**src/rtl/cbt_defs.svh**
```systemverilog
// register offsets, field positions and reset values of the bit timing block
`ifndef CBT_DEFS_SVH
`define CBT_DEFS_SVH

// ----------------------------------------
// register offsets
// ----------------------------------------
`define CBT_OFS_CTRL            8'h00
`define CBT_OFS_STAT            8'h01
`define CBT_OFS_BTR0            8'h02
`define CBT_OFS_BTR1            8'h03
`define CBT_OFS_RFLG            8'h04
`define CBT_OFS_RIER            8'h05

// ----------------------------------------
// field positions
// ----------------------------------------
`define CBT_CTRL_INIT_REQ_BIT   0
`define CBT_CTRL_CLK_SEL_BIT    1
`define CBT_STAT_INIT_ACK_BIT   0
`define CBT_RFLG_WAKE_BIT       7
`define CBT_RFLG_STCH_BIT       6
`define CBT_RFLG_OVR_BIT        1
`define CBT_RFLG_FULL_BIT       0
`define CBT_RFLG_FLAG_MASK      8'hC3

// ----------------------------------------
// reset values
// ----------------------------------------
`define CBT_CTRL_RESET          1'h0
`define CBT_BTR_RESET           8'h00
`define CBT_RFLG_RESET          8'h00
`define CBT_RIER_RESET          8'h00
`define CBT_SMP_RESET           3'h7

`endif

```
**src/rtl/cbt_pkg.sv**
```systemverilog
// types shared by the bit timing block
package cbt_pkg;

	// segment sequencer, gray along sync, seg1, seg2
	typedef enum logic [1:0] {
		CBT_SYNC = 2'b00,
		CBT_SEG1 = 2'b01,
		CBT_SEG2 = 2'b11
	} cbt_seg_t;

	typedef struct packed {
		logic [1:0] jump_width;
		logic [5:0] quantum_prescaler;
	} cbt_btr0_t;

	typedef struct packed {
		logic       triple_sample_select;
		logic [2:0] segment_two_length;
		logic [3:0] segment_one_length;
	} cbt_btr1_t;

	typedef struct packed {
		cbt_btr0_t pj;
		cbt_btr1_t ss;
	} cbt_timing_t;

	typedef struct packed {
		logic       wakeup_flag;
		logic       status_change_flag;
		logic [1:0] receiver_state;
		logic [1:0] transmitter_state;
		logic       overrun_flag;
		logic       receive_full_flag;
	} cbt_rflg_t;

endpackage

```
**src/rtl/cbt_bit_timer.sv**
```systemverilog
// quantum prescaler, segment sequencer and bus sampling
`timescale 1ns/100ps
`default_nettype none
`include "cbt_defs.svh"
module cbt_bit_timer
	import cbt_pkg::*;
(
	// clock and reset
	input  wire logic        sys_clk,
	input  wire logic        rst_n,
	// control
	input  wire logic        run,
	input  wire logic        ctrl_tick,
	input  wire cbt_timing_t cfg,
	// bus
	input  wire logic        can_rx,
	// timing outputs
	output logic             tq_tick,
	output logic             sample_point,
	output logic             bit_start,
	output logic             rx_bit
);

	logic [5:0] pre_cnt_r;
	logic       tq_r;
	logic       sp_r;
	logic       bs_r;
	logic       bit_r;
	logic [2:0] smp_r;
	cbt_seg_t   st_r;
	logic [4:0] cnt_r;
	logic [4:0] ext_r;
	logic [4:0] cut_r;
	logic       resync_r;
	logic [4:0] seg1_len;
	logic [4:0] seg2_len;
	logic [4:0] sjw_q;
	logic [4:0] late_w;
	logic [4:0] ext_n;
	logic [4:0] rem_w;
	logic [4:0] ext_use;
	logic [4:0] cut_use;
	logic       edge_w;
	logic       maj_w;

	// ----------------------------------------
	// prescaler
	// ----------------------------------------
	// divisor is field plus one
	always_ff @(posedge sys_clk or negedge rst_n) begin
		if (!rst_n) begin
			pre_cnt_r <= 6'h00;
		end else if (!run) begin
			pre_cnt_r <= 6'h00;
		end else if (ctrl_tick) begin
			if (pre_cnt_r == cfg.pj.quantum_prescaler) begin
				pre_cnt_r <= 6'h00;
			end else begin
				pre_cnt_r <= pre_cnt_r + 6'h01;
			end
		end
	end

	always_ff @(posedge sys_clk or negedge rst_n) begin
		if (!rst_n) begin
			tq_r <= 1'b0;
		end else begin
			tq_r <= run & ctrl_tick &
				(pre_cnt_r == cfg.pj.quantum_prescaler);
		end
	end

	// ----------------------------------------
	// segment lengths and resync terms
	// ----------------------------------------
	// seg1 field plus one quanta
	assign seg1_len = {1'b0, cfg.ss.segment_one_length} + 5'h01;
	assign seg2_len = {2'b00, cfg.ss.segment_two_length} + 5'h01;
	assign sjw_q    = {3'b000, cfg.pj.jump_width} + 5'h01;
	assign late_w   = cnt_r + 5'h01;
	assign ext_n    = (late_w > sjw_q) ? sjw_q : late_w;
	assign rem_w    = seg2_len - cnt_r;
	// only recessive to dominant edges resync, once per bit
	assign edge_w   = tq_r & smp_r[0] & ~can_rx & ~resync_r;
	assign ext_use  = edge_w ? ext_n : ext_r;
	assign cut_use  = edge_w ? sjw_q : cut_r;
	// earlier samples stay in seg1 when it is 3 quanta or more
	assign maj_w    = (smp_r[1] & smp_r[0]) | (smp_r[1] & can_rx) |
		(smp_r[0] & can_rx);

	always_ff @(posedge sys_clk or negedge rst_n) begin
		if (!rst_n) begin
			smp_r <= `CBT_SMP_RESET;
		end else if (tq_r) begin
			smp_r <= {smp_r[1:0], can_rx};
		end
	end

	// ----------------------------------------
	// segment sequencer
	// ----------------------------------------
	// bit is sync plus seg1 plus seg2 quanta
	always_ff @(posedge sys_clk or negedge rst_n) begin
		if (!rst_n) begin
			st_r     <= CBT_SYNC;
			cnt_r    <= 5'h00;
			ext_r    <= 5'h00;
			cut_r    <= 5'h00;
			resync_r <= 1'b0;
			sp_r     <= 1'b0;
			bs_r     <= 1'b0;
			bit_r    <= 1'b1;
		end else begin
			sp_r <= 1'b0;
			bs_r <= 1'b0;
			if (!run) begin
				st_r     <= CBT_SYNC;
				cnt_r    <= 5'h00;
				ext_r    <= 5'h00;
				cut_r    <= 5'h00;
				resync_r <= 1'b0;
			end else if (tq_r) begin
				case (st_r)
				CBT_SYNC: begin
					st_r     <= CBT_SEG1;
					cnt_r    <= 5'h00;
					ext_r    <= 5'h00;
					cut_r    <= 5'h00;
					resync_r <= 1'b0;
					bs_r     <= 1'b1;
				end
				CBT_SEG1: begin
					if (edge_w) begin
						ext_r    <= ext_n;
						resync_r <= 1'b1;
					end
					if (late_w >= seg1_len + ext_use) begin
						st_r  <= CBT_SEG2;
						cnt_r <= 5'h00;
						sp_r  <= 1'b1;
						bit_r <= cfg.ss.triple_sample_select ?
							maj_w : can_rx;
					end else begin
						cnt_r <= late_w;
					end
				end
				CBT_SEG2: begin
					// early edge shortens seg2 by sjw
					if (edge_w && rem_w <= sjw_q) begin
						st_r     <= CBT_SEG1;
						cnt_r    <= 5'h00;
						ext_r    <= 5'h00;
						cut_r    <= 5'h00;
						resync_r <= 1'b1;
						bs_r     <= 1'b1;
					end else begin
						if (edge_w) begin
							cut_r    <= sjw_q;
							resync_r <= 1'b1;
						end
						if (late_w + cut_use >= seg2_len) begin
							st_r  <= CBT_SYNC;
							cnt_r <= 5'h00;
						end else begin
							cnt_r <= late_w;
						end
					end
				end
				default: begin
					st_r <= CBT_SYNC;
				end
				endcase
			end
		end
	end

	assign tq_tick      = tq_r;
	assign sample_point = sp_r;
	assign bit_start    = bs_r;
	assign rx_bit       = bit_r;

	// ----------------------------------------
	// checks
	// ----------------------------------------
	a_prescale_range: assert property (
		@(posedge sys_clk) disable iff (!rst_n)
		run |-> pre_cnt_r <= cfg.pj.quantum_prescaler)
		else $error("prescaler count beyond divisor");

	a_tq_spacing: assert property (
		@(posedge sys_clk) disable iff (!rst_n)
		tq_r && cfg.pj.quantum_prescaler != 6'h00 |=> !tq_r)
		else $error("quantum ticks too close");

	a_single_sample: assert property (
		@(posedge sys_clk) disable iff (!rst_n)
		sp_r && !cfg.ss.triple_sample_select |->
		bit_r == $past(can_rx))
		else $error("single sample value wrong");

	a_majority_vote: assert property (
		@(posedge sys_clk) disable iff (!rst_n)
		sp_r && cfg.ss.triple_sample_select |->
		bit_r == $past(maj_w))
		else $error("majority vote wrong");

	// seg1 may stretch by the jump width and no further
	a_jump_limit: assert property (
		@(posedge sys_clk) disable iff (!rst_n)
		ext_r <= sjw_q && cut_r <= sjw_q &&
		(st_r != CBT_SEG1 || cnt_r < seg1_len + sjw_q))
		else $error("resync beyond jump width");

	a_seg2_bound: assert property (
		@(posedge sys_clk) disable iff (!rst_n)
		st_r == CBT_SEG2 |-> cnt_r < seg2_len)
		else $error("seg2 overran its length");

	c_triple_point: cover property (
		@(posedge sys_clk) disable iff (!rst_n)
		sp_r && cfg.ss.triple_sample_select);

	c_late_resync: cover property (
		@(posedge sys_clk) disable iff (!rst_n)
		edge_w && st_r == CBT_SEG1);

endmodule
`default_nettype wire

```
**src/rtl/cbt_bit_timing_config.sv**
```systemverilog
// bit timing configuration, receiver flags and register port
//
// Strobed register access was chosen for this implementation.
`timescale 1ns/100ps
`default_nettype none
`include "cbt_defs.svh"
module cbt_bit_timing_config
	import cbt_pkg::*;
(
	// clock and reset
	input  wire logic       sys_clk,
	input  wire logic       reset_n,
	// register port
	input  wire logic [7:0] reg_addr,
	input  wire logic [7:0] reg_wdata,
	input  wire logic       reg_wr,
	input  wire logic       reg_rd,
	output logic      [7:0] reg_rdata,
	// clock source and bus
	input  wire logic       osc_tick,
	input  wire logic       can_rx,
	// receiver events
	input  wire logic       wakeup_evt,
	input  wire logic       status_change_evt,
	input  wire logic       overrun_evt,
	input  wire logic       rx_full_evt,
	input  wire logic [1:0] rx_state_in,
	input  wire logic [1:0] tx_state_in,
	// status outputs
	output logic            irq,
	output logic            init_mode,
	// timing outputs
	output logic            tq_tick,
	output logic            sample_point,
	output logic            bit_start,
	output logic            rx_bit
);

	logic        rst_m_r;
	logic        rst_n_r;
	logic        init_req_r;
	logic        clk_sel_r;
	logic        init_ack_r;
	logic        init_mode_r;
	cbt_btr0_t   btr0_r;
	cbt_btr1_t   btr1_r;
	logic [7:0]  rier_r;
	logic [3:0]  fl_r;
	logic [1:0]  rx_state_r;
	logic [1:0]  tx_state_r;
	logic        irq_r;
	logic [7:0]  rdata_r;
	logic        init_act;
	logic        wr_ctrl;
	logic        wr_btr0;
	logic        wr_btr1;
	logic        wr_rflg;
	logic        wr_rier;
	logic        ctrl_tick;
	logic [3:0]  ev_w;
	logic [3:0]  clr_w;
	cbt_rflg_t   rflg_w;
	cbt_timing_t cfg_w;

	// ----------------------------------------
	// reset release
	// ----------------------------------------
	always_ff @(posedge sys_clk or negedge reset_n) begin
		if (!reset_n) begin
			rst_m_r <= 1'b0;
			rst_n_r <= 1'b0;
		end else begin
			rst_m_r <= 1'b1;
			rst_n_r <= rst_m_r;
		end
	end

	// ----------------------------------------
	// address decode
	// ----------------------------------------
	assign wr_ctrl = reg_wr & (reg_addr == `CBT_OFS_CTRL);
	assign wr_btr0 = reg_wr & (reg_addr == `CBT_OFS_BTR0);
	assign wr_btr1 = reg_wr & (reg_addr == `CBT_OFS_BTR1);
	assign wr_rflg = reg_wr & (reg_addr == `CBT_OFS_RFLG);
	assign wr_rier = reg_wr & (reg_addr == `CBT_OFS_RIER);

	// ----------------------------------------
	// initialization handshake
	// ----------------------------------------
	// mode needs request and acknowledge
	assign init_act = init_req_r & init_ack_r;

	always_ff @(posedge sys_clk or negedge rst_n_r) begin
		if (!rst_n_r) begin
			init_req_r <= `CBT_CTRL_RESET;
		end else if (wr_ctrl) begin
			init_req_r <= reg_wdata[`CBT_CTRL_INIT_REQ_BIT];
		end
	end

	// source may only change while the prescaler is held
	always_ff @(posedge sys_clk or negedge rst_n_r) begin
		if (!rst_n_r) begin
			clk_sel_r <= `CBT_CTRL_RESET;
		end else if (wr_ctrl && init_act) begin
			clk_sel_r <= reg_wdata[`CBT_CTRL_CLK_SEL_BIT];
		end
	end

	always_ff @(posedge sys_clk or negedge rst_n_r) begin
		if (!rst_n_r) begin
			init_ack_r  <= 1'b0;
			init_mode_r <= 1'b0;
		end else begin
			init_ack_r  <= init_req_r;
			init_mode_r <= init_act;
		end
	end

	// ----------------------------------------
	// timing registers
	// ----------------------------------------
	// written only in initialization mode
	always_ff @(posedge sys_clk or negedge rst_n_r) begin
		if (!rst_n_r) begin
			btr0_r <= `CBT_BTR_RESET;
		end else if (wr_btr0 && init_act) begin
			btr0_r <= reg_wdata;
		end
	end

	always_ff @(posedge sys_clk or negedge rst_n_r) begin
		if (!rst_n_r) begin
			btr1_r <= `CBT_BTR_RESET;
		end else if (wr_btr1 && init_act) begin
			btr1_r <= reg_wdata;
		end
	end

	assign cfg_w = {btr0_r, btr1_r};

	// ----------------------------------------
	// receiver flags
	// ----------------------------------------
	assign ev_w  = {wakeup_evt, status_change_evt, overrun_evt, rx_full_evt};
	assign clr_w = {reg_wdata[`CBT_RFLG_WAKE_BIT],
		reg_wdata[`CBT_RFLG_STCH_BIT],
		reg_wdata[`CBT_RFLG_OVR_BIT],
		reg_wdata[`CBT_RFLG_FULL_BIT]};

	// flags are held cleared while initialization mode lasts
	generate
		for (genvar i = 0; i < 4; i++) begin : g_flag
			// clear only once the cause is gone
			always_ff @(posedge sys_clk or negedge rst_n_r) begin
				if (!rst_n_r) begin
					fl_r[i] <= 1'b0;
				end else if (init_act) begin
					fl_r[i] <= 1'b0;
				end else if (ev_w[i]) begin
					fl_r[i] <= 1'b1;
				end else if (wr_rflg && clr_w[i]) begin
					fl_r[i] <= 1'b0;
				end
			end
		end
	endgenerate

	// pending status change freezes the state bits
	always_ff @(posedge sys_clk or negedge rst_n_r) begin
		if (!rst_n_r) begin
			rx_state_r <= 2'h0;
			tx_state_r <= 2'h0;
		end else if (!fl_r[2]) begin
			rx_state_r <= rx_state_in;
			tx_state_r <= tx_state_in;
		end
	end

	assign rflg_w = {fl_r[3], fl_r[2], rx_state_r, tx_state_r,
		fl_r[1], fl_r[0]};

	// ----------------------------------------
	// interrupt
	// ----------------------------------------
	always_ff @(posedge sys_clk or negedge rst_n_r) begin
		if (!rst_n_r) begin
			rier_r <= `CBT_RIER_RESET;
		end else if (wr_rier) begin
			rier_r <= reg_wdata;
		end
	end

	// each flag gated by its enable
	always_ff @(posedge sys_clk or negedge rst_n_r) begin
		if (!rst_n_r) begin
			irq_r <= 1'b0;
		end else begin
			irq_r <= |(rflg_w & rier_r & `CBT_RFLG_FLAG_MASK);
		end
	end

	// ----------------------------------------
	// read port
	// ----------------------------------------
	// timing registers readable anytime
	always_ff @(posedge sys_clk or negedge rst_n_r) begin
		if (!rst_n_r) begin
			rdata_r <= 8'h00;
		end else if (reg_rd) begin
			case (reg_addr)
			`CBT_OFS_CTRL: rdata_r <= {6'h00, clk_sel_r, init_req_r};
			`CBT_OFS_STAT: rdata_r <= {7'h00, init_ack_r};
			`CBT_OFS_BTR0: rdata_r <= btr0_r;
			`CBT_OFS_BTR1: rdata_r <= btr1_r;
			`CBT_OFS_RFLG: rdata_r <= rflg_w;
			`CBT_OFS_RIER: rdata_r <= rier_r;
			default:       rdata_r <= 8'h00;
			endcase
		end else begin
			rdata_r <= 8'h00;
		end
	end

	// ----------------------------------------
	// bit timer
	// ----------------------------------------
	// oscillator ticks or every bus cycle
	assign ctrl_tick = clk_sel_r | osc_tick;

	cbt_bit_timer u_timer (
		.sys_clk      (sys_clk),
		.rst_n        (rst_n_r),
		.run          (~init_act),
		.ctrl_tick    (ctrl_tick),
		.cfg          (cfg_w),
		.can_rx       (can_rx),
		.tq_tick      (tq_tick),
		.sample_point (sample_point),
		.bit_start    (bit_start),
		.rx_bit       (rx_bit)
	);

	assign reg_rdata = rdata_r;
	assign irq       = irq_r;
	assign init_mode = init_mode_r;

	// ----------------------------------------
	// checks
	// ----------------------------------------
	a_btr_locked: assert property (
		@(posedge sys_clk) disable iff (!rst_n_r)
		wr_btr0 && !init_act |=> btr0_r == $past(btr0_r))
		else $error("timing write taken outside init");

	a_btr_written: assert property (
		@(posedge sys_clk) disable iff (!rst_n_r)
		wr_btr1 && init_act |=> btr1_r == $past(reg_wdata))
		else $error("timing write lost in init");

	a_btr_readback: assert property (
		@(posedge sys_clk) disable iff (!rst_n_r)
		reg_rd && reg_addr == `CBT_OFS_BTR0 |=>
		reg_rdata == $past(btr0_r))
		else $error("timing readback wrong");

	a_flag_w1c: assert property (
		@(posedge sys_clk) disable iff (!rst_n_r)
		wr_rflg && reg_wdata[`CBT_RFLG_FULL_BIT] && !rx_full_evt |=>
		!fl_r[0])
		else $error("write one did not clear flag");

	a_flag_zero_write: assert property (
		@(posedge sys_clk) disable iff (!rst_n_r)
		wr_rflg && !reg_wdata[`CBT_RFLG_OVR_BIT] && fl_r[1] &&
		!init_act |=> fl_r[1])
		else $error("write zero changed flag");

	a_flag_set_wins: assert property (
		@(posedge sys_clk) disable iff (!rst_n_r)
		wakeup_evt && !init_act |=> fl_r[3] [*1] ##0
		rflg_w.wakeup_flag)
		else $error("flag lost while cause present");

	a_irq_gating: assert property (
		@(posedge sys_clk) disable iff (!rst_n_r)
		##1 irq_r == $past(|(rflg_w & rier_r & `CBT_RFLG_FLAG_MASK)))
		else $error("interrupt not gated by enables");

	a_init_handshake: assert property (
		@(posedge sys_clk) disable iff (!rst_n_r)
		$rose(init_req_r) |=> init_ack_r ##1 init_mode_r)
		else $error("init acknowledge missing");

	a_state_hold: assert property (
		@(posedge sys_clk) disable iff (!rst_n_r)
		fl_r[2] |=> $stable(rx_state_r) && $stable(tx_state_r))
		else $error("state moved under pending change");

	c_flag_irq: cover property (
		@(posedge sys_clk) disable iff (!rst_n_r)
		rx_full_evt ##1 rier_r[0] && fl_r[0] ##1 irq_r);

	c_init_write: cover property (
		@(posedge sys_clk) disable iff (!rst_n_r)
		wr_btr1 && init_act ##1 !init_req_r);

endmodule
`default_nettype wire

```
**config.mk**
```make
export PLATFORM = sky130hd
export DESIGN_NAME = cbt_bit_timing_config
export DESIGN_NICKNAME = d
export VERILOG_FILES = /design/src/rtl/cbt_pkg.sv /design/src/rtl/cbt_bit_timer.sv /design/src/rtl/cbt_bit_timing_config.sv
export VERILOG_INCLUDE_DIRS = /design/src /design/src/rtl
export SDC_FILE = /design/constraint.sdc
export NUM_CORES = 1
export LEC_CHECK = 0
export BUFFER_PORTS_ARGS = -buffer_cell sky130_fd_sc_hd__buf_2
export CAP_MARGIN = 10
export CORE_MARGIN = 3
export CORE_UTILIZATION = 40
export CTS_BUF_LIST = sky130_fd_sc_hd__clkbuf_4
export DETAILED_ROUTE_END_ITERATION = 8
export SKIP_LAST_GASP = 1
export SYNTH_ARGS = -nofsm -noshare
export SYNTH_HDL_FRONTEND = slang
export SYNTH_SLANG_ARGS = --single-unit
```
**constraint.sdc**
```tcl
create_clock -name sys_clk -period 3.3 [get_ports sys_clk]
set_clock_uncertainty 0.15 [all_clocks]
set_input_delay 0.99 -clock sys_clk [delete_from_list [all_inputs] [get_ports sys_clk]]
set_output_delay 0.99 -clock sys_clk [all_outputs]
set_load 0.005 [all_outputs]
```
# --- Word level (Yosys, flattened, before mapping) ---
# Cells that the tools add are included.
word_totals:
  regBits: 77
  latchBits: 0
  mem_bits_rw: 0
  romBits: 0
  inputBits: 30
  n_memories: 0
classes:
  n_addsub: 8
  n_mul: 0
  div_mod_pow: 0
  order_cmp: 4
  n_eq_ne: 11
  shifts: 0
  muxes: 54
  bitwise: 21
  reduce_logical: 24
op_table:
  columns: ["cell", "count"]
  rows:
  - ["$mux 5", 14]
  - ["$pmux 8 s6", 1]
  - ["$pmux 5 s3", 2]
  - ["$mux 1", 24]
  - ["$mux 6", 3]
  - ["$eq 8x2->1 const B", 2]
  - ["$eq 8x3->1 const B", 2]
  - ["$reduce_bool 3->1", 5]
  - ["$and 1x1->1", 14]
  - ["$add 5x5->5", 2]
  - ["$ge 5x5->1", 2]
  - ["$mux 2", 5]
  - ["$pmux 5 s2", 1]
  - ["$and 8x8->8", 1]
  - ["$eq 8x1->1 const B", 1]
  - ["$logic_and 1x1->1", 8]
  - ["$logic_not 8->1", 1]
  - ["$mux 8", 1]
  - ["$add 6x1->6 const B", 1]
  - ["$eq 6x6->1", 1]
  - ["$ne 3x2->1 const B", 2]
  - ["$pmux 2 s3", 1]
  - ["$reduce_and 3->1", 2]
  - ["$add 4x1->5 const B", 1]
  - ["other kinds (19)", 25]

# --- Longest topological paths before layout ---
# Gate-level depths: netlist of the first run.
depth:
  depth_word: 11
  mapped_depth: 22

# --- By module ---
# Synthesis of the first run repeated with hierarchy kept, for this count alone.
unflattened:
  hier_cells: 439
  area_unflattened_um2: 4565.6
by_module_without_submodules:
  columns: ["mod", "instances", "cells_each", "area_per_inst_um2", "seq_area_each_um2"]
  rows:
  - ["cbt_bit_timer", 1, 278, 2456.1, 754.5]
  - ["cbt_bit_timing_config", 1, 161, 2109.5, 1176.1]

# --- Worst setup path before layout of the first run ---
# OpenSTA, ideal clock, no wires.
synth_path:
  path_type: "register to register"
  startpoint: "register u_timer.cnt_r[0]"
  endpoint: "register u_timer.cnt_r[0]"
  setup_time_ns: 0.078
  arrival_ns: 3.949
  required_time_ns: 3.072
  setup_slack_ns: -0.877
  path_stages_with_launch: 19
  cell_sequence: "dfrtp_1 ha_1 xor2_1 ha_1 o21a_1 o21ai_1 nand2_1 mux2_1 a21o_1 ha_1 a21oi_1 xor2_1 ha_1 o21ai_0 o21bai_1 a21oi_1 a22oi_2 or3_1 a21oi_1"
synth_via:
  elab_chain_len: 10
  word_cells_on_any_way: 17
  cone_classes: "add/sub: 4; order compare: 4; mux: 8; reduce/logical: 1"
synth_rtl:
  columns: ["element", "line", "source"]
  rows:
  - ["start: declaration", "cbt_bit_timer.sv:31", "logic [4:0] cnt_r;"]
  - ["start signal: assignment", "cbt_bit_timer.sv:144", "cnt_r <= late_w;"]
  - ["start signal: assignment", "cbt_bit_timer.sv:165", "cnt_r <= late_w;"]
  - ["$add 5x1->5", "cbt_bit_timer.sv:80", "assign late_w = cnt_r + 5'h01;"]
  - ["$gt 5x5->1", "cbt_bit_timer.sv:81", "assign ext_n = (late_w > sjw_q) ? sjw_q : late_w;"]
  - ["$mux 5", "cbt_bit_timer.sv:81", null]
  - ["$mux 5", "cbt_bit_timer.sv:85", "assign ext_use = edge_w ? ext_n : ext_r;"]
  - ["$add 5x5->5", "cbt_bit_timer.sv:137", "if (late_w >= seg1_len + ext_use) begin"]
  - ["$ge 5x5->1", "cbt_bit_timer.sv:137", null]
  - ["$mux 5", "cbt_bit_timer.sv:137", null]
  - ["$pmux 5 s3 *", "cbt_bit_timer.sv:123", "case (st_r)"]
  - ["$mux 5 *", "cbt_bit_timer.sv:122", "end else if (tq_r) begin"]
  - ["$mux 5 *", "cbt_bit_timer.sv:116", "if (!run) begin"]
# Mark *: on every way between the ends. The rest lies on a longest branch, timed or not. The select of a mux whose other input is x is not followed.
# A chain may end at the register's enable or synchronous reset.

# --- Worst setup path after layout of the first run ---
layout_path:
  startpoint: "register btr0_r[7] (netlist bit)"
  endpoint: "register u_timer.st_r[1]"
layout_via:
  elab_chain_len: 8
  word_cells_on_any_way: 18
  cone_classes: "add/sub: 3; order compare: 4; eq/ne: 2; mux: 7; reduce/logical: 2"
layout_rtl:
  columns: ["element", "line", "source"]
  rows:
  - ["start: declaration", "cbt_bit_timing_config.sv:45", "cbt_btr0_t btr0_r;"]
  - ["start signal: assignment", "cbt_bit_timing_config.sv:126", "btr0_r <= `CBT_BTR_RESET;"]
  - ["start signal: assignment", "cbt_bit_timing_config.sv:128", "btr0_r <= reg_wdata;"]
  - ["$add 2x1->3 *", "cbt_bit_timer.sv:79", "assign sjw_q = {3'b000, cfg.pj.jump_width} + 5'h01;"]
  - ["$gt 5x5->1", "cbt_bit_timer.sv:81", null]
  - ["$mux 5", "cbt_bit_timer.sv:81", null]
  - ["$mux 5", "cbt_bit_timer.sv:85", null]
  - ["$add 5x5->5", "cbt_bit_timer.sv:137", null]
  - ["$ge 5x5->1", "cbt_bit_timer.sv:137", null]
  - ["$ne 3x2->1 (no source line)", null, null]
  - ["$reduce_and 3->1 (no source line)", null, null]
  - ["end signal: assignment", "cbt_bit_timer.sv:138", "st_r <= CBT_SEG2;"]
  - ["end signal: assignment", "cbt_bit_timer.sv:150", "st_r <= CBT_SEG1;"]
  - ["end signal: assignment", "cbt_bit_timer.sv:162", "st_r <= CBT_SYNC;"]
  - ["end: declaration", "cbt_bit_timer.sv:30", "cbt_seg_t st_r;"]
# Marked as above.

==> results.sh, run 1 <==
export IMPL_outcome="finished with violations"
export IMPL_violations="setup timing"
export IMPL_insertion_delay_ns=0.43
export IMPL_fin_area_um2=5680
export IMPL_fillCellCount=1002
export IMPL_route_met2_wl_mm=5.26
export IMPL_globalRouteTotalUtil=0.181
export IMPL_synthCells=434
export IMPL_cts_tree="done"
export IMPL_finalSetupViolations=9
export IMPL_setup_slack_ns=-0.831
export IMPL_crit_buf_inv=5
export IMPL_synth_ff_type="dfrtp_1"
export IMPL_design_die_area_um2=12600
export IMPL_rsz0062_at_grt="yes"
export IMPL_drtAntennaViolNets=0
export IMPL_wl_met3_um=389
export IMPL_ys_top_cells_by_area="dfrtp_1, ha_1, mux2_1"
export IMPL_core_area_um2=10900
export IMPL_cts_htree_levels=3
export IMPL_drc=0
export IMPL_reg2reg_depth=23
export IMPL_grt_pass1_vias=3615
export IMPL_grt_pass1_wl_mm=18.2
export IMPL_async_reset_ff_frac=1.00
export IMPL_grt_max_degree=76
export IMPL_path_clk_slew_ns=0.13
export IMPL_cp_arrival_ns=4.32
export IMPL_vias=3567
export IMPL_die_h_um=112
export IMPL_crit_cells=23
export IMPL_wl_met1_mm=4.99
export IMPL_port_buffers=43
export IMPL_clock_fmax_ghz=0.242
export IMPL_row_count=38
export IMPL_path_cells="ha_1 -> inv_2 -> ha_4 -> nor2b_4 -> o21a_1 -> o21ai_1 -> nand2_2 -> nor2_2 -> a21oi_2 -> mux2i_1 -> ha_2 -> fa_2 -> inv_2 -> a21o_1 -> a21oi_2 -> xnor2_1 -> ha_1 -> a21oi_4 -> buf_4 -> buf_6 -> buf_6 -> nor2_4 -> a32o_1"
export IMPL_diodes=0
export IMPL_syn_nets=501
export IMPL_cts_inserted_buffers=9
export IMPL_wl_mm=10.9
export IMPL_slowest_stage="dfrtp_1"
export IMPL_power_density_nw_per_um2=560
export IMPL_cp_slowest_stage_delay_ns=0.41
export IMPL_synth_top_area_frac=0.412
export IMPL_final_period_utilization=1.25
export IMPL_yosys_area_top_type="dfrtp_1"
export IMPL_synth_seq_cells=77
export IMPL_slew_limit_headroom=0.349
export IMPL_yosys_warnings=0
export IMPL_layout_drive_gt1_share=0.331
export IMPL_first_pass_iters=4
export IMPL_gp_congestion=0.843
export IMPL_fin_nets=603
export IMPL_num_io_pins=44
export IMPL_root_buffer="clkbuf_4"
export IMPL_antenna_found_initial=0
export IMPL_place_hpwl_mm=8.22
export IMPL_syn_area_um2=4500
export IMPL_synth_edf_count=0
export IMPL_r2r_setup_slack_ns=-0.83
export IMPL_wl_per_cell_um=16.0
export IMPL_crit_family="adder cells"
export IMPL_top_layer_used="met4"
export IMPL_hold_class="in -> async"
export IMPL_ys_types=60
export IMPL_drv_slew=0
export IMPL_irDropWorstVdd_mv=0.285
export IMPL_hold_viol=0
export IMPL_whs_ns=0.163
export IMPL_vias_per_cell=5.24
export IMPL_maxCapViolCount=0
export IMPL_syn_area_per_cell_um2=10.4
export IMPL_p_leak_nw=2.76
export IMPL_syn_to_final_growth_pct=26.2
export IMPL_cts_sinks=77
export IMPL_cp_max_fo=5
export IMPL_crit_path_end_kind="flop"
export IMPL_yosysSeqAreaShare=0.429
export IMPL_worst_pin_slew_ns=0.977
export IMPL_start_kind="flop"
export IMPL_finalCriticalPeriod_ns=4.13
export IMPL_fp_dieW_um=112
export IMPL_place_area_um2=5280
export IMPL_overflow=0
export IMPL_cts_path_max_buffers=2
export IMPL_critPathKind="reg -> reg"
export IMPL_drt_iter0_drc=118
export IMPL_critPathRequiredTime_ns=3.49
export IMPL_initial_core_util=0.411
==> flip-flops by register name (all words and copies together), names as in the netlist, 4 cells and up <==
register	cells
btr0_r	8
btr1_r	8
reg_rdata	8
rier_r	8
u_timer.pre_cnt_r	6
u_timer.cnt_r	5
u_timer.cut_r	5
u_timer.ext_r	5
fl_r	4
==> final timing paths <==
kind,startpoint,to
worst max register to register,btr0_r[7]$_DFFE_PN0P_,u_timer.st_r[1]$_DFFE_PN0P_
min in group sys_clk,rst_m_r$_DFF_PN0_,rst_n_r$_DFF_PN0_
worst min-delay path,reset_n,rst_n_r$_DFF_PN0_
worst max-delay path,btr0_r[7]$_DFFE_PN0P_,u_timer.st_r[1]$_DFFE_PN0P_
worst min register to register,rst_m_r$_DFF_PN0_,rst_n_r$_DFF_PN0_
max in group asynchronous,rst_n_r$_DFF_PN0_,u_timer.cnt_r[0]$_DFFE_PN0P_
==> layer usage <==
layer  up-vias  track usage
li1       1747            -
met4         0       0.0521
met1      1739        0.241
met5         -            0
met3        14       0.0394
met2        67        0.299
==> cell usage in the layout, fill, tap and decap left out, types with 4 or more instances in the layout <==
master / instances
dfrtp_1: 72
buf_4: 55
buf_2: 43
nand2_1: 37
ha_1: 28
inv_1: 27
mux2_1: 25
a21oi_1: 21
nor2_1: 19
o21ai_1: 13
mux2_2: 13
nand3_1: 10
nor3_1: 10
a22oi_1: 10
clkbuf_4: 10
and2_1: 8
xnor2_1: 8
xor2_1: 7
and3_1: 7
nor2b_1: 6
o21ai_0: 6
a21o_1: 5
a21oi_2: 5
nand2b_1: 5
ha_4: 5
inv_2: 4
a31oi_1: 4
buf_6: 4
==> Yosys cell counts (2+ instances only) <==
cell	n
and2_1	8
nand3_1	10
buf_2	2
inv_1	30
mux2_2	13
o31ai_1	4
o21ai_1	12
fa_1	3
a22oi_1	10
a31oi_1	4
nor3_1	10
mux2_1	26
a21oi_1	27
or3_1	2
a211oi_1	6
o21ai_0	8
and3_1	7
o22ai_1	2
nand2b_1	5
dfrtp_1	74
dfstp_2	3
clkbuf_1	5
buf_4	3
mux2i_1	2
o21a_1	3
a32o_1	3
ha_1	34
a22o_1	3
nand2_1	39
nor2_1	22
xnor2_1	8
xor2_1	8
a21o_1	5
nor2b_1	7
==> through the flow <==
stage	power [mW]	worst slack [ns]	cells	setup TNS (ns)	util
global route	3.40	-0.999	681	-8.69	0.519
finish	3.18	-0.831	681	-6.86	0.519
detailed placement	2.21	-0.879	653	-6.59	0.483
floorplan	1.78	-0.663	434	-4.20	-
global placement	2.18	-0.730	653	-5.56	0.483
CTS	2.99	-0.866	673	-6.99	0.505
==> kinds of logic after synthesis <==
logic type | after synthesis | synth area share
other | 1 | 0.000834
and+or+nand+nor | 122 | 0.143
DFF | 77 | 0.429
AOI/OAI and AO/OA | 96 | 0.139
adders and majority gates | 37 | 0.108
buffers and inverters | 42 | 0.0381
muxes | 41 | 0.102
xor gates and xnor gates | 18 | 0.0398
==> report_power, final <==
group	internal, mW	switching (mW)	leakage, nW
clock	0.316	0.345	0.0826
sequential	1.04	0.0899	1.01
combinational	0.701	0.683	1.67
==> what timing repair did <==
item	in CTS	in global routing
gates resized for setup	10	18
buffers inserted	4	8
hold buffers	0	0
endpoints found under the setup margin	9	15
pin swaps	15	14
==> final cells by class <==
cell class                 instances  area (um2)  share of cell area
multi-input combinational        315        2610               0.460
sequential                        77        1940               0.341
timing repair buffer             102         673               0.119
tap                              140         175              0.0309
inverter                          31         116              0.0205
clock inverter                     6        88.8              0.0156
clock buffer                      10        75.1              0.0132
Power figures use the tool's default switching activity.
==> run 2, diff against run 1 <==
--- a/config.mk
+++ b/config.mk
@@ -10,7 +10,6 @@
 export CAP_MARGIN = 10
 export CORE_MARGIN = 3
 export CORE_UTILIZATION = 40
-export CTS_BUF_LIST = sky130_fd_sc_hd__clkbuf_4
 export DETAILED_ROUTE_END_ITERATION = 8
 export SKIP_LAST_GASP = 1
 export SYNTH_ARGS = -nofsm -noshare
==> run 2 against run 1 <==
Against the previous run:
- the flow still finishes with violations (setup timing)
- first-iteration DRC count rose by 13%
- final cell count fell by 0.29%
- critical path depth is 4 lower
- via count is 0.31% lower
- sequential cell count unchanged
- global-route usage grew 0.080 points
- clock power increased by 60%
- highest routed layer unchanged
==> results.sh, run 2 (synthesized netlist as in run 1, its figures left out) <==
export IMPL_drv_slew=0
export IMPL_start_kind="flop"
export IMPL_holdPathStages=0
export IMPL_drtAntennaViolNets=0
export IMPL_cp_max_fo=5
export IMPL_hold_class="reg -> reg"
export IMPL_initial_core_util=0.411
export IMPL_overflow=0
export IMPL_vias=3556
export IMPL_fin_cells=679
export IMPL_finalCriticalPeriod_ns=4.09
export IMPL_hold_start="rst_m_r$_DFF_PN0_"
export IMPL_insertion_delay_ns=0.34
export IMPL_slew_limit_headroom=0.355
export IMPL_critPathRequiredTime_ns=3.40
export IMPL_fp_dieW_um=112
export IMPL_grt_pass1_wl_mm=18.3
export IMPL_outcome="finished with violations"
export IMPL_critPathKind="reg -> reg"
export IMPL_crit_path_end_kind="flop"
export IMPL_wl_mm=10.9
export IMPL_die_h_um=112
export IMPL_syn_to_final_growth_pct=29.1
export IMPL_cts_inserted_buffers=9
export IMPL_slowest_stage="fa_2"
export IMPL_design_die_area_um2=12600
export IMPL_tns_ns=-6.59
export IMPL_hold_viol=0
export IMPL_num_io_pins=44
export IMPL_irDropWorstVdd_mv=0.273
export IMPL_worst_pin_slew_ns=0.968
export IMPL_power_density_nw_per_um2=613
export IMPL_hold_end="rst_n_r$_DFF_PN0_"
export IMPL_port_buffers=43
export IMPL_path_clk_slew_ns=0.06
export IMPL_maxCapViolCount=0
export IMPL_preCtsSetupSlack_ns=-0.879
export IMPL_r2r_start="btr0_r[7]$_DFFE_PN0P_"
export IMPL_core_area_um2=10900
export IMPL_globalRouteTotalUtil=0.182
export IMPL_drt_iter0_drc=133
export IMPL_dp_cells=653
export IMPL_p_seq_frac=0.319
export IMPL_cp_slowest_stage_delay_ns=0.46
export IMPL_place_hpwl_mm=8.22
export IMPL_layout_drive_gt1_share=0.319
export IMPL_reg2reg_depth=19
export IMPL_cts_htree_levels=3
export IMPL_cp_arrival_ns=4.19
export IMPL_switching_share=0.324
export IMPL_comb_power_share=0.384
export IMPL_rsz0062_at_grt="yes"
export IMPL_drc=0
export IMPL_p_sw_mw=1.15
export IMPL_r2r_setup_slack_ns=-0.79
export IMPL_grt_max_degree=76
export IMPL_p_leak_nw=2.82
export IMPL_finalSetupViolations=9
export IMPL_path_cells="ha_1 -> inv_2 -> ha_4 -> nor2b_4 -> o21a_1 -> o21ai_1 -> nand2_2 -> nor2_2 -> a21oi_2 -> mux2i_1 -> ha_2 -> fa_2 -> ha_4 -> a211oi_2 -> o21bai_1 -> a21oi_2 -> a22oi_2 -> or3_1 -> a21oi_1"
export IMPL_wl_per_cell_um=16.1
export IMPL_pwr_share_clk=0.297
export IMPL_diodes=0
export IMPL_final_period_utilization=1.24
export IMPL_root_buffer="clkbuf_16"
export IMPL_setup_slack_ns=-0.794
export IMPL_clock_fmax_ghz=0.244
export IMPL_holdBufCountCts=0
export IMPL_p_int_mw=2.41
export IMPL_cts_tree="done"
export IMPL_antenna_found_initial=0
export IMPL_cts_path_max_buffers=2
export IMPL_row_count=38
export IMPL_gp_congestion=0.843
export IMPL_grt_pass1_vias=3625
export IMPL_layout_commonest_cell="dfrtp_1"
export IMPL_cts_sinks=77
export IMPL_final_cell_mix="dfrtp_1, buf_4, buf_2"
export IMPL_first_pass_iters=4
export IMPL_r2r_end="u_timer.cnt_r[0]$_DFFE_PN0P_"
export IMPL_vias_per_cell=5.24
export IMPL_violations="setup timing"
export IMPL_fin_nets=601
[run 2: repair_timing]
| item | CTS | global route |
|---|---|---|
| pin swaps | 14 | 8 |
| gates resized for setup | 9 | 12 |
| endpoints found under the hold margin | 0 | 0 |
| buffers inserted | 3 | 7 |
| setup endpoints to repair | 9 | 15 |
[run 2: worst max path at each step]
stage,start,endpoint,slack [ns],cells past startpoint
after global routing,btr0_r[7]$_DFFE_PN0P_,u_timer.cnt_r[4]$_DFFE_PN0P_,-1.03,20
after global placement,btr0_r[7]$_DFFE_PN0P_,u_timer.cnt_r[0]$_DFFE_PN0P_,-0.73,19
after detailed placement,btr0_r[7]$_DFFE_PN0P_,u_timer.cnt_r[0]$_DFFE_PN0P_,-0.88,19
after floorplan,btr0_r[6]$_DFFE_PN0P_,u_timer.cnt_r[0]$_DFFE_PN0P_,-0.66,18
final,btr0_r[7]$_DFFE_PN0P_,u_timer.cnt_r[0]$_DFFE_PN0P_,-0.79,19
after CTS,btr0_r[7]$_DFFE_PN0P_,u_timer.cnt_r[0]$_DFFE_PN0P_,-0.86,19
[run 2: per-stage QoR]
stage          hold slack (ns)   util  power, mW  instance area (um2)
2_1_floorplan            0.181      -       1.78                 4590
3_3_place_gp             0.190  0.483       2.18                 5280
3_5_place_dp             0.189  0.483       2.21                 5280
4_1_cts                  0.208  0.518       3.37                 5660
5_1_grt                  0.210  0.531       3.78                 5800
6_report                 0.203  0.531       3.56                 5800
[run 2: power by group through the flow]
stage | sequential (mW) | clock, mW | combinational, mW
after floorplan | 1.13 | 0 | 0.653
after global placement | 1.14 | 0 | 1.04
after detailed placement | 1.15 | 0 | 1.06
after CTS | 1.13 | 1.07 | 1.16
after global routing | 1.15 | 1.12 | 1.52
final | 1.13 | 1.06 | 1.37
[run 2: routing by layer]
metal	GRT usage	part of all wire	up-vias
li1	-	-	1752
met5	0	0	-
met2	0.302	0.49	63
met1	0.243	0.46	1728
met3	0.0313	0.032	13
met4	0.0601	0.018	0
[run 2: area by class of cell]
class	instances	area, um2
sequential	77	1940
multi-input combinational	315	2590
tap	140	175
inverter	31	116
clock buffer	10	229
timing repair buffer	100	667
fill	988	5130
clock inverter	6	88.8
[run 2: critical path: cells and delay by family, from the launching register on]
| kind | cells | cell delay [ns] |
|---|---|---|
| fa+ha+maj | 5 | 1.40 |
| compound gates | 8 | 1.16 |
| simple gates | 4 | 0.68 |
| flops | 1 | 0.38 |
| mux | 1 | 0.16 |
| buf+inv | 1 | 0.08 |
